## config.mk

```make
export PLATFORM = sky130hd
export DESIGN_NAME = slp_select_port
export DESIGN_NICKNAME = d
export VERILOG_FILES = /design/src/inc/slp_pkg.sv /design/src/hdl/slp_select_port.sv
export SDC_FILE = /design/constraint.sdc
export NUM_CORES = 1
export LEC_CHECK = 0
export ABC_CLOCK_PERIOD_IN_PS = 3400
export BUFFER_PORTS_ARGS = -buffer_cell sky130_fd_sc_hd__clkbuf_2
export CAP_MARGIN = 30
export CORE_ASPECT_RATIO = 0.5
export CORE_MARGIN = 2
export CORE_UTILIZATION = 50
export CTS_CLUSTER_DIAMETER = 30
export CTS_CLUSTER_SIZE = 30
export DETAILED_ROUTE_END_ITERATION = 8
export PLACE_DENSITY = 0.71
export SLEW_MARGIN = 20
export SYNTH_ARGS = -nofsm -noshare
export SYNTH_HDL_FRONTEND = slang
export SYNTH_SLANG_ARGS = --single-unit
```

## constraint.sdc

```tcl
create_clock -name clock -period 3.4 [get_ports clock]
set_clock_uncertainty 0.1 [all_clocks]
set_input_delay 0.51 -clock clock [delete_from_list [all_inputs] [get_ports clock]]
set_output_delay 0.51 -clock clock [all_outputs]
set_load 0.01 [all_outputs]
```

## src/inc/slp_pkg.sv

```systemverilog
// constants, types and register map for the select-protocol port
package slp_pkg;
    localparam int ADDR_BITS = 10;
    localparam int POS_BITS = 3;
    localparam int CFG_BITS = 3;
    localparam int GRP_BITS = POS_BITS + CFG_BITS;
    localparam int PATHS = 3;
    localparam int BYP_BITS = 5;
    localparam int CNT_W = 5;
    localparam int GRP_W = 3;
    localparam int ACK_PAIRS = 1 + ADDR_BITS + 2 + GRP_BITS + 1 + 1;
    localparam int ACK_LEN = 2 * ACK_PAIRS;
    localparam int TX_W = 6;

    localparam logic [ADDR_BITS-1:0] GLOBAL_RESET_CODE = 10'h000;
    localparam logic [ADDR_BITS-1:0] GLOBAL_DISCONNECT_CODE = 10'h3fe;
    localparam logic [ADDR_BITS-1:0] GLOBAL_SYNC_CODE = 10'h3ff;
    localparam logic [CNT_W-1:0] ADDR_LEN = 5'h0a;
    localparam logic [CNT_W-1:0] CNT_MAX = 5'h1f;
    localparam logic [GRP_W-1:0] GRP_LAST = 3'h5;
    localparam logic [TX_W-1:0] TX_LEN = 6'h2a;

    // wishbone word offsets (byte addresses)
    localparam logic [3:0] REG_CTRL = 4'h0;
    localparam logic [3:0] REG_STATUS = 4'h4;
    localparam logic [3:0] REG_LAST = 4'h8;
    localparam logic [1:0] CTRL_RESET = 2'h1;
    localparam int CTRL_RX_EN = 0;
    localparam int CTRL_BYP_IGNORE = 1;
    localparam int ST_TAP_LSB = 0;
    localparam int ST_RES_LSB = 4;
    localparam int ST_CONN = 8;
    localparam int ST_MCAST = 9;
    localparam int ST_TX = 10;
    localparam int LAST_POS_LSB = 10;
    localparam int LAST_CFG_LSB = 13;

    typedef enum logic [3:0] {
        TAP_RESET, TAP_IDLE, TAP_SEL_DR, TAP_CAP_DR, TAP_SHIFT_DR, TAP_EXIT1_DR, TAP_PAUSE_DR,
        TAP_EXIT2_DR, TAP_UPD_DR, TAP_SEL_IR, TAP_CAP_IR, TAP_SHIFT_IR, TAP_EXIT1_IR,
        TAP_PAUSE_IR, TAP_EXIT2_IR, TAP_UPD_IR
    } slp_tap_e;

    typedef enum logic [2:0] {
        RES_NONE, RES_MATCH, RES_NO_MATCH, RES_DISCONNECT, RES_RESET, RES_SYNC, RES_SOFT, RES_HARD
    } slp_result_e;

    typedef enum logic [2:0] {
        RX_WAIT, RX_IDLE, RX_ADDR, RX_GAP, RX_CMD, RX_END, RX_SKIP
    } slp_rx_e;
endpackage

```

## src/hdl/slp_select_port.sv

```systemverilog
// select-protocol receiver, acknowledge transmitter, tap monitor and connect control
//
// Decided for this implementation: the Wishbone slave port and the register addresses.
`timescale 1ns/1ps
`default_nettype none

module slp_select_port
    import slp_pkg::*;
(
    input wire logic clock,
    input wire logic rst_n,
    input wire logic wb_cyc_i,
    input wire logic wb_stb_i,
    input wire logic wb_we_i,
    input wire logic [3:0] wb_adr_i,
    input wire logic [3:0] wb_sel_i,
    input wire logic [31:0] wb_dat_i,
    output logic [31:0] wb_dat_o,
    output logic wb_ack_o,
    input wire logic primary_test_clock,
    input wire logic primary_test_reset_n,
    input wire logic primary_mode_select,
    input wire logic primary_serial_in,
    output logic primary_serial_out,
    output logic primary_serial_out_oe_n,
    input wire logic secondary_return_in,
    output logic secondary_serial_out,
    output logic secondary_mode_select,
    output logic [PATHS-1:0] secondary_path_en,
    output logic [PATHS-1:0] connect_indicator_n,
    input wire logic [BYP_BITS-1:0] protocol_bypass_n,
    input wire logic [ADDR_BITS-1:0] strap_address,
    input wire logic [POS_BITS-1:0] strap_position
);
    localparam int NSYNC = 5;
    localparam int I_TCK = 0;
    localparam int I_TRST = 1;
    localparam int I_TMS = 2;
    localparam int I_TDI = 3;
    localparam int I_RET = 4;

    // three-stage capture, level accepted when stages two and three agree
    logic [NSYNC-1:0] sync1_reg, sync2_reg, sync3_reg, filt_reg;
    logic tck_prev_reg;
    logic tck_rise, tck_fall, tms, tdi, trst_n;

    always_ff @(posedge clock) begin
        if (!rst_n) begin
            sync1_reg <= '1;
            sync2_reg <= '1;
            sync3_reg <= '1;
            filt_reg <= '1;
            tck_prev_reg <= 1'b1;
        end else begin
            sync1_reg <= {secondary_return_in, primary_serial_in, primary_mode_select,
                          primary_test_reset_n, primary_test_clock};
            sync2_reg <= sync1_reg;
            sync3_reg <= sync2_reg;
            filt_reg <= (sync2_reg & sync3_reg) | (filt_reg & (sync2_reg ^ sync3_reg));
            tck_prev_reg <= filt_reg[I_TCK];
        end
    end

    assign tck_rise = filt_reg[I_TCK] & ~tck_prev_reg;
    assign tck_fall = ~filt_reg[I_TCK] & tck_prev_reg;
    assign tms = filt_reg[I_TMS];
    assign tdi = filt_reg[I_TDI];
    assign trst_n = filt_reg[I_TRST];

    function automatic slp_tap_e tap_step(input slp_tap_e s, input logic m);
        case (s)
            TAP_RESET: tap_step = m ? TAP_RESET : TAP_IDLE;
            TAP_IDLE: tap_step = m ? TAP_SEL_DR : TAP_IDLE;
            TAP_SEL_DR: tap_step = m ? TAP_SEL_IR : TAP_CAP_DR;
            TAP_CAP_DR: tap_step = m ? TAP_EXIT1_DR : TAP_SHIFT_DR;
            TAP_SHIFT_DR: tap_step = m ? TAP_EXIT1_DR : TAP_SHIFT_DR;
            TAP_EXIT1_DR: tap_step = m ? TAP_UPD_DR : TAP_PAUSE_DR;
            TAP_PAUSE_DR: tap_step = m ? TAP_EXIT2_DR : TAP_PAUSE_DR;
            TAP_EXIT2_DR: tap_step = m ? TAP_UPD_DR : TAP_SHIFT_DR;
            TAP_UPD_DR: tap_step = m ? TAP_SEL_DR : TAP_IDLE;
            TAP_SEL_IR: tap_step = m ? TAP_RESET : TAP_CAP_IR;
            TAP_CAP_IR: tap_step = m ? TAP_EXIT1_IR : TAP_SHIFT_IR;
            TAP_SHIFT_IR: tap_step = m ? TAP_EXIT1_IR : TAP_SHIFT_IR;
            TAP_EXIT1_IR: tap_step = m ? TAP_UPD_IR : TAP_PAUSE_IR;
            TAP_PAUSE_IR: tap_step = m ? TAP_EXIT2_IR : TAP_PAUSE_IR;
            TAP_EXIT2_IR: tap_step = m ? TAP_UPD_IR : TAP_SHIFT_IR;
            TAP_UPD_IR: tap_step = m ? TAP_SEL_DR : TAP_IDLE;
            default: tap_step = TAP_RESET;
        endcase
    endfunction

    function automatic logic is_pause(input slp_tap_e s);
        is_pause = (s == TAP_PAUSE_DR) || (s == TAP_PAUSE_IR);
    endfunction

    // tap state monitor
    slp_tap_e tap_reg, tap_next;
    logic tap_change;
    assign tap_next = tap_step(tap_reg, tms);
    assign tap_change = tck_rise && (tap_next != tap_reg);

    always_ff @(posedge clock) begin
        if (!rst_n || !trst_n) begin
            tap_reg <= TAP_RESET;
        end else if (tck_rise) begin
            tap_reg <= tap_next;
        end
    end

    logic [1:0] ctrl_reg;
    logic rx_allowed;
    assign rx_allowed = ctrl_reg[CTRL_RX_EN] && ((tap_reg == TAP_RESET) || (tap_reg == TAP_IDLE)
                        || is_pause(tap_reg));

    // select protocol receiver
    slp_rx_e rx_reg;
    logic phase_reg, first_reg, hi_reg;
    logic [ADDR_BITS-1:0] addr_reg;
    logic [CNT_W-1:0] acnt_reg;
    logic all1_reg, all0_reg;
    logic [GRP_BITS-1:0] grp_reg;
    logic [GRP_W-1:0] gcnt_reg;
    logic [CNT_W-1:0] ccnt_reg;
    logic found_reg;
    logic [POS_BITS-1:0] pos_reg;
    logic [CFG_BITS-1:0] cfg_reg;
    logic done_reg, soft_reg, hard_reg;
    logic [GRP_BITS-1:0] grp_full;
    logic sym_valid, sym_sel, sym_idle, sym_data, sym_bit, in_msg;

    assign sym_valid = tck_rise && phase_reg;
    assign sym_sel = !first_reg && !tdi;
    assign sym_idle = first_reg && tdi;
    assign sym_data = first_reg != tdi;
    assign sym_bit = tdi;
    assign grp_full = {sym_bit, grp_reg[GRP_BITS-1:1]};
    assign in_msg = (rx_reg == RX_ADDR) || (rx_reg == RX_GAP) || (rx_reg == RX_CMD) || (rx_reg == RX_END);

    always_ff @(posedge clock) begin
        if (!rst_n) begin
            rx_reg <= RX_WAIT;
            phase_reg <= 1'b0;
            first_reg <= 1'b1;
            hi_reg <= 1'b0;
            addr_reg <= '0;
            acnt_reg <= '0;
            all1_reg <= 1'b1;
            all0_reg <= 1'b1;
            grp_reg <= '0;
            gcnt_reg <= '0;
            ccnt_reg <= '0;
            found_reg <= 1'b0;
            pos_reg <= '0;
            cfg_reg <= '0;
            done_reg <= 1'b0;
            soft_reg <= 1'b0;
            hard_reg <= 1'b0;
        end else begin
            done_reg <= 1'b0;
            soft_reg <= 1'b0;
            hard_reg <= 1'b0;
            if (!rx_allowed || tap_change || !trst_n) begin
                // state change aborts; after data it is hard
                if ((rx_reg == RX_ADDR && acnt_reg != '0) || rx_reg == RX_GAP || rx_reg == RX_CMD
                    || rx_reg == RX_END) begin
                    hard_reg <= 1'b1;
                end
                rx_reg <= RX_WAIT;
                phase_reg <= 1'b0;
                hi_reg <= 1'b0;
            end else if (tck_rise) begin
                if (!in_msg && !phase_reg && tdi) begin
                    // highs between messages: idle, pairs begin at a low
                    hi_reg <= 1'b1;
                    if (hi_reg && rx_reg != RX_IDLE) begin
                        rx_reg <= RX_IDLE;
                    end
                end else if (!phase_reg) begin
                    first_reg <= tdi;
                    phase_reg <= 1'b1;
                end else begin
                    phase_reg <= 1'b0;
                    hi_reg <= 1'b0;
                    case (rx_reg)
                        RX_WAIT: rx_reg <= RX_WAIT;
                        RX_IDLE: begin
                            if (sym_sel) begin
                                rx_reg <= RX_ADDR;
                                acnt_reg <= '0;
                                all1_reg <= 1'b1;
                                all0_reg <= 1'b1;
                                gcnt_reg <= '0;
                                ccnt_reg <= '0;
                                found_reg <= 1'b0;
                            end else begin
                                soft_reg <= 1'b1;
                                rx_reg <= RX_SKIP;
                            end
                        end
                        RX_ADDR: begin
                            if (sym_data) begin
                                addr_reg <= {sym_bit, addr_reg[ADDR_BITS-1:1]};
                                acnt_reg <= (acnt_reg == CNT_MAX) ? CNT_MAX : acnt_reg + 1'b1;
                                all1_reg <= all1_reg & sym_bit;
                                all0_reg <= all0_reg & ~sym_bit;
                            end else if (acnt_reg == '0) begin
                                soft_reg <= 1'b1;
                                rx_reg <= RX_SKIP;
                            end else if (sym_idle || acnt_reg < ADDR_LEN) begin
                                hard_reg <= 1'b1;
                                rx_reg <= RX_SKIP;
                            end else if (acnt_reg > ADDR_LEN && !all1_reg && !all0_reg) begin
                                hard_reg <= 1'b1;
                                rx_reg <= RX_SKIP;
                            end else begin
                                rx_reg <= RX_GAP;
                            end
                        end
                        RX_GAP: begin
                            if (sym_sel) begin
                                rx_reg <= RX_CMD;
                            end else begin
                                hard_reg <= 1'b1;
                                rx_reg <= RX_SKIP;
                            end
                        end
                        RX_CMD: begin
                            if (sym_data) begin
                                grp_reg <= grp_full;
                                ccnt_reg <= (ccnt_reg == CNT_MAX) ? CNT_MAX : ccnt_reg + 1'b1;
                                if (gcnt_reg == GRP_LAST) begin
                                    gcnt_reg <= '0;
                                    // cascaded groups: keep the one for our position
                                    if (!found_reg && grp_full[POS_BITS-1:0] == strap_position) begin
                                        found_reg <= 1'b1;
                                        pos_reg <= grp_full[POS_BITS-1:0];
                                        cfg_reg <= grp_full[GRP_BITS-1:POS_BITS];
                                    end else if (!found_reg) begin
                                        pos_reg <= grp_full[POS_BITS-1:0];
                                    end
                                end else begin
                                    gcnt_reg <= gcnt_reg + 1'b1;
                                end
                            end else if (sym_sel && gcnt_reg == '0) begin
                                rx_reg <= RX_END;
                            end else begin
                                hard_reg <= 1'b1;
                                rx_reg <= RX_SKIP;
                            end
                        end
                        RX_END: begin
                            if (sym_idle) begin
                                done_reg <= 1'b1;
                                rx_reg <= RX_IDLE;
                            end else begin
                                hard_reg <= 1'b1;
                                rx_reg <= RX_SKIP;
                            end
                        end
                        RX_SKIP: rx_reg <= RX_SKIP;
                        default: rx_reg <= RX_WAIT;
                    endcase
                end
            end
        end
    end

    // acknowledge frame, index 0 leaves first
    function automatic logic [ACK_LEN-1:0] ack_frame(input logic [ADDR_BITS-1:0] a,
                                                     input logic [GRP_BITS-1:0] g);
        logic [ACK_LEN-1:0] f;
        int k;
        f = '0;
        k = 2;
        for (int i = 0; i < ADDR_BITS; i++) begin
            f[k] = ~a[i];
            f[k+1] = a[i];
            k = k + 2;
        end
        k = k + 4;
        for (int i = 0; i < GRP_BITS; i++) begin
            f[k] = ~g[i];
            f[k+1] = g[i];
            k = k + 2;
        end
        f[ACK_LEN-1] = 1'b1;
        f[ACK_LEN-2] = 1'b1;
        ack_frame = f;
    endfunction

    // connect control
    slp_result_e result_reg;
    logic conn_reg, mcast_reg, tx_start_reg, tx_done_reg, tx_busy_reg, tx_live_reg;
    logic [CFG_BITS-1:0] link_cfg_reg;
    logic [ADDR_BITS-1:0] last_addr_reg;
    logic [POS_BITS-1:0] last_pos_reg;
    logic [CFG_BITS-1:0] last_cfg_reg;
    logic [ACK_LEN-1:0] tx_sh_reg;
    logic [TX_W-1:0] tx_cnt_reg;
    logic [CFG_BITS-1:0] pend_cfg_reg;

    always_ff @(posedge clock) begin
        if (!rst_n) begin
            result_reg <= RES_NONE;
            conn_reg <= 1'b0;
            mcast_reg <= 1'b0;
            tx_start_reg <= 1'b0;
            link_cfg_reg <= '0;
            pend_cfg_reg <= '0;
            last_addr_reg <= '0;
            last_pos_reg <= '0;
            last_cfg_reg <= '0;
        end else begin
            tx_start_reg <= 1'b0;
            if (done_reg) begin
                result_reg <= RES_NO_MATCH;
                conn_reg <= 1'b0;
                mcast_reg <= 1'b0;
                last_addr_reg <= addr_reg;
                last_pos_reg <= pos_reg;
                last_cfg_reg <= cfg_reg;
                if (acnt_reg >= ADDR_LEN && all0_reg) begin
                    result_reg <= RES_RESET;
                end else if (acnt_reg >= ADDR_LEN && all1_reg) begin
                    if (is_pause(tap_reg)) begin
                        result_reg <= RES_SYNC;
                        mcast_reg <= 1'b1;
                    end
                end else if (addr_reg == GLOBAL_DISCONNECT_CODE) begin
                    result_reg <= RES_DISCONNECT;
                end else if (addr_reg == strap_address && found_reg) begin
                    result_reg <= RES_MATCH;
                    pend_cfg_reg <= cfg_reg;
                    tx_start_reg <= 1'b1;
                end
                // otherwise no match: nothing sent
            end else if (hard_reg) begin
                result_reg <= RES_HARD;
                conn_reg <= 1'b0;
                mcast_reg <= 1'b0;
            end else if (soft_reg) begin
                result_reg <= RES_SOFT;
            end else if (tx_done_reg) begin
                conn_reg <= 1'b1;
                link_cfg_reg <= pend_cfg_reg;
            end
        end
    end

    // acknowledge transmitter, launched on test clock falling edges
    always_ff @(posedge clock) begin
        if (!rst_n) begin
            tx_sh_reg <= '1;
            tx_cnt_reg <= '0;
            tx_busy_reg <= 1'b0;
            tx_live_reg <= 1'b0;
            tx_done_reg <= 1'b0;
        end else begin
            tx_done_reg <= 1'b0;
            if (tx_start_reg) begin
                tx_sh_reg <= ack_frame(addr_reg, {cfg_reg, pos_reg});
                tx_cnt_reg <= TX_LEN;
                tx_busy_reg <= 1'b1;
                tx_live_reg <= 1'b0;
            end else if (tx_busy_reg && (done_reg || hard_reg)) begin
                tx_busy_reg <= 1'b0;
                tx_live_reg <= 1'b0;
                tx_cnt_reg <= '0;
            end else if (tx_busy_reg && tck_fall) begin
                if (tx_cnt_reg == '0) begin
                    tx_busy_reg <= 1'b0;
                    tx_live_reg <= 1'b0;
                    tx_done_reg <= 1'b1;
                end else begin
                    // first fall starts driving so every bit stands a full period
                    if (tx_live_reg) begin
                        tx_sh_reg <= {1'b1, tx_sh_reg[ACK_LEN-1:1]};
                    end
                    tx_live_reg <= 1'b1;
                    tx_cnt_reg <= tx_cnt_reg - 1'b1;
                end
            end
        end
    end

    // pin drivers
    logic byp_active, shifting, path_on;
    logic [PATHS-1:0] path_mask;
    assign byp_active = !ctrl_reg[CTRL_BYP_IGNORE] && !(&protocol_bypass_n);
    assign shifting = (tap_reg == TAP_SHIFT_DR) || (tap_reg == TAP_SHIFT_IR);
    assign path_mask = byp_active ? ~protocol_bypass_n[PATHS-1:0]
                     : (conn_reg || mcast_reg) ? link_cfg_reg : '0;
    assign path_on = |path_mask;

    always_ff @(posedge clock) begin
        if (!rst_n) begin
            primary_serial_out <= 1'b1;
            primary_serial_out_oe_n <= 1'b1;
            secondary_serial_out <= 1'b1;
            secondary_mode_select <= 1'b1;
            secondary_path_en <= '0;
            connect_indicator_n <= '1;
        end else begin
            secondary_path_en <= path_mask;
            connect_indicator_n <= ~path_mask;
            if (path_on) begin
                secondary_mode_select <= tms;
                secondary_serial_out <= tdi;
            end
            if (tx_live_reg) begin
                primary_serial_out <= tx_sh_reg[0];
                primary_serial_out_oe_n <= 1'b0;
            end else if ((conn_reg || byp_active) && path_on && shifting) begin
                primary_serial_out <= filt_reg[I_RET];
                primary_serial_out_oe_n <= 1'b0;
            end else begin
                primary_serial_out <= 1'b1;
                primary_serial_out_oe_n <= 1'b1;
            end
        end
    end

    // wishbone classic slave, one wait state
    logic wb_hit;
    assign wb_hit = wb_cyc_i && wb_stb_i && !wb_ack_o;

    always_ff @(posedge clock) begin
        if (!rst_n) begin
            ctrl_reg <= CTRL_RESET;
            wb_ack_o <= 1'b0;
            wb_dat_o <= '0;
        end else begin
            wb_ack_o <= wb_hit;
            if (wb_hit) begin
                wb_dat_o <= '0;
                case (wb_adr_i)
                    REG_CTRL: begin
                        if (wb_we_i && wb_sel_i[0]) begin
                            ctrl_reg <= wb_dat_i[1:0];
                        end
                        wb_dat_o[1:0] <= ctrl_reg;
                    end
                    REG_STATUS: begin
                        wb_dat_o[ST_TAP_LSB +: 4] <= tap_reg;
                        wb_dat_o[ST_RES_LSB +: 3] <= result_reg;
                        wb_dat_o[ST_CONN] <= conn_reg;
                        wb_dat_o[ST_MCAST] <= mcast_reg;
                        wb_dat_o[ST_TX] <= tx_busy_reg;
                    end
                    REG_LAST: begin
                        wb_dat_o[ADDR_BITS-1:0] <= last_addr_reg;
                        wb_dat_o[LAST_POS_LSB +: POS_BITS] <= last_pos_reg;
                        wb_dat_o[LAST_CFG_LSB +: CFG_BITS] <= last_cfg_reg;
                    end
                    default: wb_dat_o <= '0;
                endcase
            end
        end
    end
endmodule

`default_nettype wire

```

# After elaboration in Yosys (flattened, before gate mapping)
# Cells that the tools add are included.
# word_totals
regBits	173
output_inout_bits	43
# classes
addsub	3
magnitude_cmp	3
eq_ne	43
mux	107
bitwise_logic	43
n_reduce_logical	99
# op_table
cell	n
2-to-1 mux 40 bit	5
2-to-1 mux 3 bit	25
one-hot mux 4 bit (12 select lines)	1
2-to-1 mux 1 bit	46
== test 4 bit (second input constant)	9
inverter 1 bit	33
2-to-1 mux 6 bit	4
logical AND 1 bit	23
== test 4 x 3 -> 1 bit (second input constant)	5
2-to-1 mux 5 bit	4
one-hot mux 5 bit (2 select lines)	2
one-hot mux 3 bit (6 select lines)	1
logical OR 1 bit	17
2-to-1 mux 4 bit	4
AND reduction 8 bit	2
AND reduction 5 bit	3
2-to-1 mux 2 bit	7
AND reduction 7 bit	2
zero test 1 bit	13
== test 3 bit (second input constant)	4
one-hot mux 3 bit (2 select lines)	2
AND reduction 2 bit	6
AND reduction 4 bit	3
AND reduction 6 bit	2
other kinds (43)	75

# Logic depth before layout (Yosys ltp)
# logic_depth
depth_word	12
ltp_mapped	8
ltp_nobuf	7

# Least setup slack after synthesis
# No wires, ideal clock.
# synth_timing
kind	reg2reg
from	register filt_reg[3]
to	register gcnt_reg[1]
arrival_time_ns	2.158
path_slack_ns	1.068
path_stages_with_launch	9
n_path_buf	1
synth_period_minus_slack_ns	2.332
cell_sequence	dfxtp_1 -> clkbuf_1 -> inv_1 -> ha_1 -> nand4bb_1 -> a211o_1 -> a211oi_1 -> nand4b_1 -> o22ai_1
# synth_between
elab_chain_cells	4
# synth_lines
item	line	text
start, declared	slp_select_port.sv:43	logic [NSYNC-1:0] sync1_reg, sync2_reg, sync3_reg, filt_reg;
start signal, assigned	slp_select_port.sv:59	filt_reg <= (sync2_reg & sync3_reg) | (filt_reg & (sync2_reg ^ sync3_reg));
zero test 1 bit	slp_select_port.sv:132	assign sym_sel = !first_reg && !tdi;
logical AND 1 bit	slp_select_port.sv:132	
inequality test 2 bit (no line)	--	
AND reduction 7 bit (no line) *	--	
end signal, assigned	slp_select_port.sv:242	gcnt_reg <= gcnt_reg + 1'b1;
end, declared	slp_select_port.sv:122	logic [GRP_W-1:0] gcnt_reg;
# Every way passes the cells marked *; elsewhere a longest branch is shown, timed or not.
# A chain may end at the register's enable or synchronous reset.

# Worst setup path in the final report
# layout_timing
from	register tap_reg[2]
to	register addr_reg[3]
# layout_between
elab_chain_cells	9
# layout_lines
item	line	text
start, declared	slp_select_port.sv:97	slp_tap_e tap_reg, tap_next;
start signal, assigned	slp_select_port.sv:106	tap_reg <= tap_next;
== test 4 x 1 -> 1 bit, or another cell as far along	slp_select_port.sv:71, slp_select_port.sv:112	
OR reduction 3 bit (no line), or another cell as far along	--	
one-hot mux 4 bit (12 select lines) or logical OR 1 bit (tied branches)	slp_select_port.sv:71, slp_select_port.sv:113	
inequality test 4 bit or logical AND 1 bit (tied branches)	slp_select_port.sv:100, slp_select_port.sv:112	
logical AND 1 bit or zero test 1 bit (tied branches)	slp_select_port.sv:100, slp_select_port.sv:162	
logical OR 1 bit * (2 in series)	slp_select_port.sv:162	if (!rx_allowed || tap_change || !trst_n) begin
inverter 1 bit (no line) *	--	
AND reduction 6 bit (no line) *	--	
end signal, assigned	slp_select_port.sv:202	addr_reg <= {sym_bit, addr_reg[ADDR_BITS-1:1]};
end, declared	slp_select_port.sv:118	logic [ADDR_BITS-1:0] addr_reg;
# Marked as above.

==> metrics.txt <==
yosys warns 0; gpl congestion about 0.86; clock-pin slew on the worst setup and hold paths ~0.08 ns; Arr. time, crit path 3.03 ns; crit-path cells nor4b_4, a31oi_4, a2111oi_4, nand3_2, mux2i_1; vias in the first global route roughly 6k; Pleak around 3.6 nW; 1st-iter DRT viols 542; number of synthesized flops with an enable pin 0; GR peak layer met2; Startpoint Class flop; CTS tree built; post-synthesis sequential area ratio 43.54%; setup repair after global routing missed its margin no; post-CTS sizing 0; ANT cells 0; WL final around 18 mm; Core Util, Final between 50% and 60%; Final Hold Fails 0; Max Slew Vio Count 0; #FFs+latches synth ~170; H-tree level count 4; # rows 32; met1 GRT Util 28.96%; global-route wire length before repair 29.07 mm; pin count of the biggest net entering global routing between 80 and 90; footprint of the multi-input gates ~0.0041 sq mm; Max VDD drop between 0.0003 and 0.0004 V; Area after DPL approximately 0.008 sq mm; number of flip-flops in the largest register 40; crit path capture type flop; met3 Usage GRT under 10%; ys async rst share 0%; max_cap viols 0; nets between 900 and 1k; routed length per instance roughly 16 microns; layout cells sized above 1 around 15%; kind of critical path reg2reg; total number of vias roughly 6.4k; initial core utilization between 50% and 60%; DR pass1 iterations 5; Tmin final 2.821 ns; clock sink total approximately 170; cts-stage hold buffer count 0; GRT Util Overall between 20 and 25%; clk buf depth 2; GR Util met2 about a third; post-route cell area 0.008831 sq mm; pwr dens roughly 470 mW/mm^2; clk_lat worst skew roughly 0.43 ns; crit-path max FO 19; Total Neg Setup Slack 0 ns; CTS Buf Count 17; run status finished clean; total gr overflow 0; Post-Syn Area slightly below 0.008 sq mm; Layout area overhead 11.68%; post-CTS setup repair buffer count 0; Antenna Nets Post-Route 0; number of port buffers slightly above 60; Max Fclk 0.3545 GHz; die area 0.01690 sq mm; die span in y about 93 microns; ys flop type dfxtp_1; Filler cells 1392; clk root buf clkbuf_16; Hold Crit Class in2reg; detailed-route DRC error count 0; Design Power 4.181 mW; Die X ~180 microns; Critical Path RT 3.61 ns; # IOs 111; worst hold slack between 0.15 and 0.2 ns; total core area 0.01541 sq mm; Syn Area/Cell 9.068 sq um; final setup fails 0; Max stage delay on crit path 0.80 ns; Rel. slew slack between 40% and 50%; final worst-path cycle share 82.97%; worst-margin pin slew between 0.8 and 0.9 ns; initial antenna violation count 0; Gate Count Post-Synth between 800 and 900; vias per cell roughly 5.7; Reg area between 0.003 and 0.004 sq mm; Netlist cell types 71; HPWL Detailed 11.84 mm; Critical-path top delay cell dfxtp_1
metal layers:
metal	share of wire [%]	wire length (microns)
met5	0	0
met1	48	8500
met4	1.8	322
met3	4.0	708
met2	47	8306
power by group:
part | switching (mW) | internal (mW)
clock network | 0.905 | 1.05
registers | 0.0130 | 2.03
logic | 0.114 | 0.0641
placed cells by master (no fill, tap or decap), types with 7 or more instances in the layout:
| cell type | Yosys | final |
|---|---|---|
| dfxtp_1 | 172 | 172 |
| mux2i_1 | 82 | 82 |
| nor2_1 | 75 | 75 |
| a21oi_1 | 73 | 73 |
| clkbuf_2 | 0 | 61 |
| nand2_1 | 58 | 58 |
| nor3_1 | 40 | 40 |
| o21ai_0 | 37 | 37 |
| nand2b_1 | 28 | 28 |
| nand3_1 | 24 | 23 |
| and3_1 | 22 | 22 |
| inv_1 | 18 | 17 |
| clkbuf_16 | 0 | 17 |
| xnor2_1 | 16 | 16 |
| conb_1 | 1 | 16 |
| buf_4 | 18 | 12 |
| ha_1 | 11 | 11 |
| a221oi_1 | 9 | 9 |
| a211o_1 | 9 | 9 |
| nand4_1 | 8 | 8 |
| a31oi_1 | 7 | 7 |
| o31ai_1 | 7 | 7 |
cell usage after synthesis, types with 4 or more instances:
cell type / number / area (sq um)
a32oi_1: 4 / 35.03
nor3_1: 40 / 200.2
nor2_1: 75 / 281.5
ha_1: 11 / 137.6
o21ai_0: 37 / 185.2
nand4_1: 8 / 50.05
o211ai_1: 4 / 30.03
dfxtp_1: 172 / 3443
buf_2: 5 / 25.02
nor2b_1: 5 / 31.28
a211o_1: 9 / 78.83
nand2_1: 58 / 217.7
o22ai_1: 4 / 25.02
buf_1: 6 / 22.52
xor2_1: 6 / 52.55
a211oi_1: 4 / 30.03
buf_4: 18 / 135.1
a221oi_1: 9 / 78.83
mux2i_1: 82 / 820.8
or2_2: 5 / 31.28
and2_1: 6 / 37.54
mux2_2: 5 / 56.30
a31oi_1: 7 / 43.79
nand2b_1: 28 / 175.2
nand3_1: 24 / 120.1
and3_1: 22 / 137.6
nand3b_1: 4 / 30.03
buf_6: 5 / 56.30
inv_1: 18 / 67.56
clkbuf_1: 40 / 150.1
xnor2_1: 16 / 140.1
a21oi_1: 73 / 365.4
o31ai_1: 7 / 52.55
cell type report:
cell class | count | share of cell area, %
Clock buffer | 17 | 4.817
Tap cell | 204 | 2.890
Timing Repair Buffer | 73 | 4.477
Sequential cell | 172 | 38.99
Inverter | 19 | 0.8076
Clock inverter | 15 | 1.984
Multi-Input combinational cell | 622 | 46.03
kinds of logic after synthesis:
logic type	after synthesis	synth area share, %
simple gates	302	19.97
compound gates	183	15.22
flops	172	43.54
buf+inv	93	5.823
mux	87	11.09
xor+xnor	22	2.437
fa+ha+maj	12	1.867
other cells	1	0.04742
worst max-delay path, delay by kind of cell, from the launching register on:
family	cells	cell delay, ns
multiplexers	1	0.22
AND/OR/NAND/NOR	2	0.87
AO/OA/AOI/OAI	2	0.70
flip-flops	1	0.80
metrics by stage:
stage                     instances  worst slack (ns)
final                          1122            0.5791
after global routing           1122            0.3140
after CTS                      1122            0.5855
after detailed placement       1090            0.6036
after global placement         1090            0.6853
after floorplan                 887             1.068
final timing paths:
| kind | start | endpoint | slack (ns) | depth (start not counted) |
|---|---|---|---|---|
| setup / recovery | tap_reg[2]$_SDFFE_PP0P_ | addr_reg[3]$_SDFFE_PN0P_ | 0.58 | 5 |
| hold / removal | primary_serial_in | sync1_reg[3]$_SDFF_PN1_ | 0.15 | 2 |
| setup reg to reg | tap_reg[2]$_SDFFE_PP0P_ | addr_reg[3]$_SDFFE_PN0P_ | 0.58 | 5 |
| hold reg to reg | sync1_reg[0]$_SDFF_PN1_ | sync2_reg[0]$_SDFF_PN1_ | 0.30 | 1 |
Note: power is estimated with default switching activity, not from simulation.
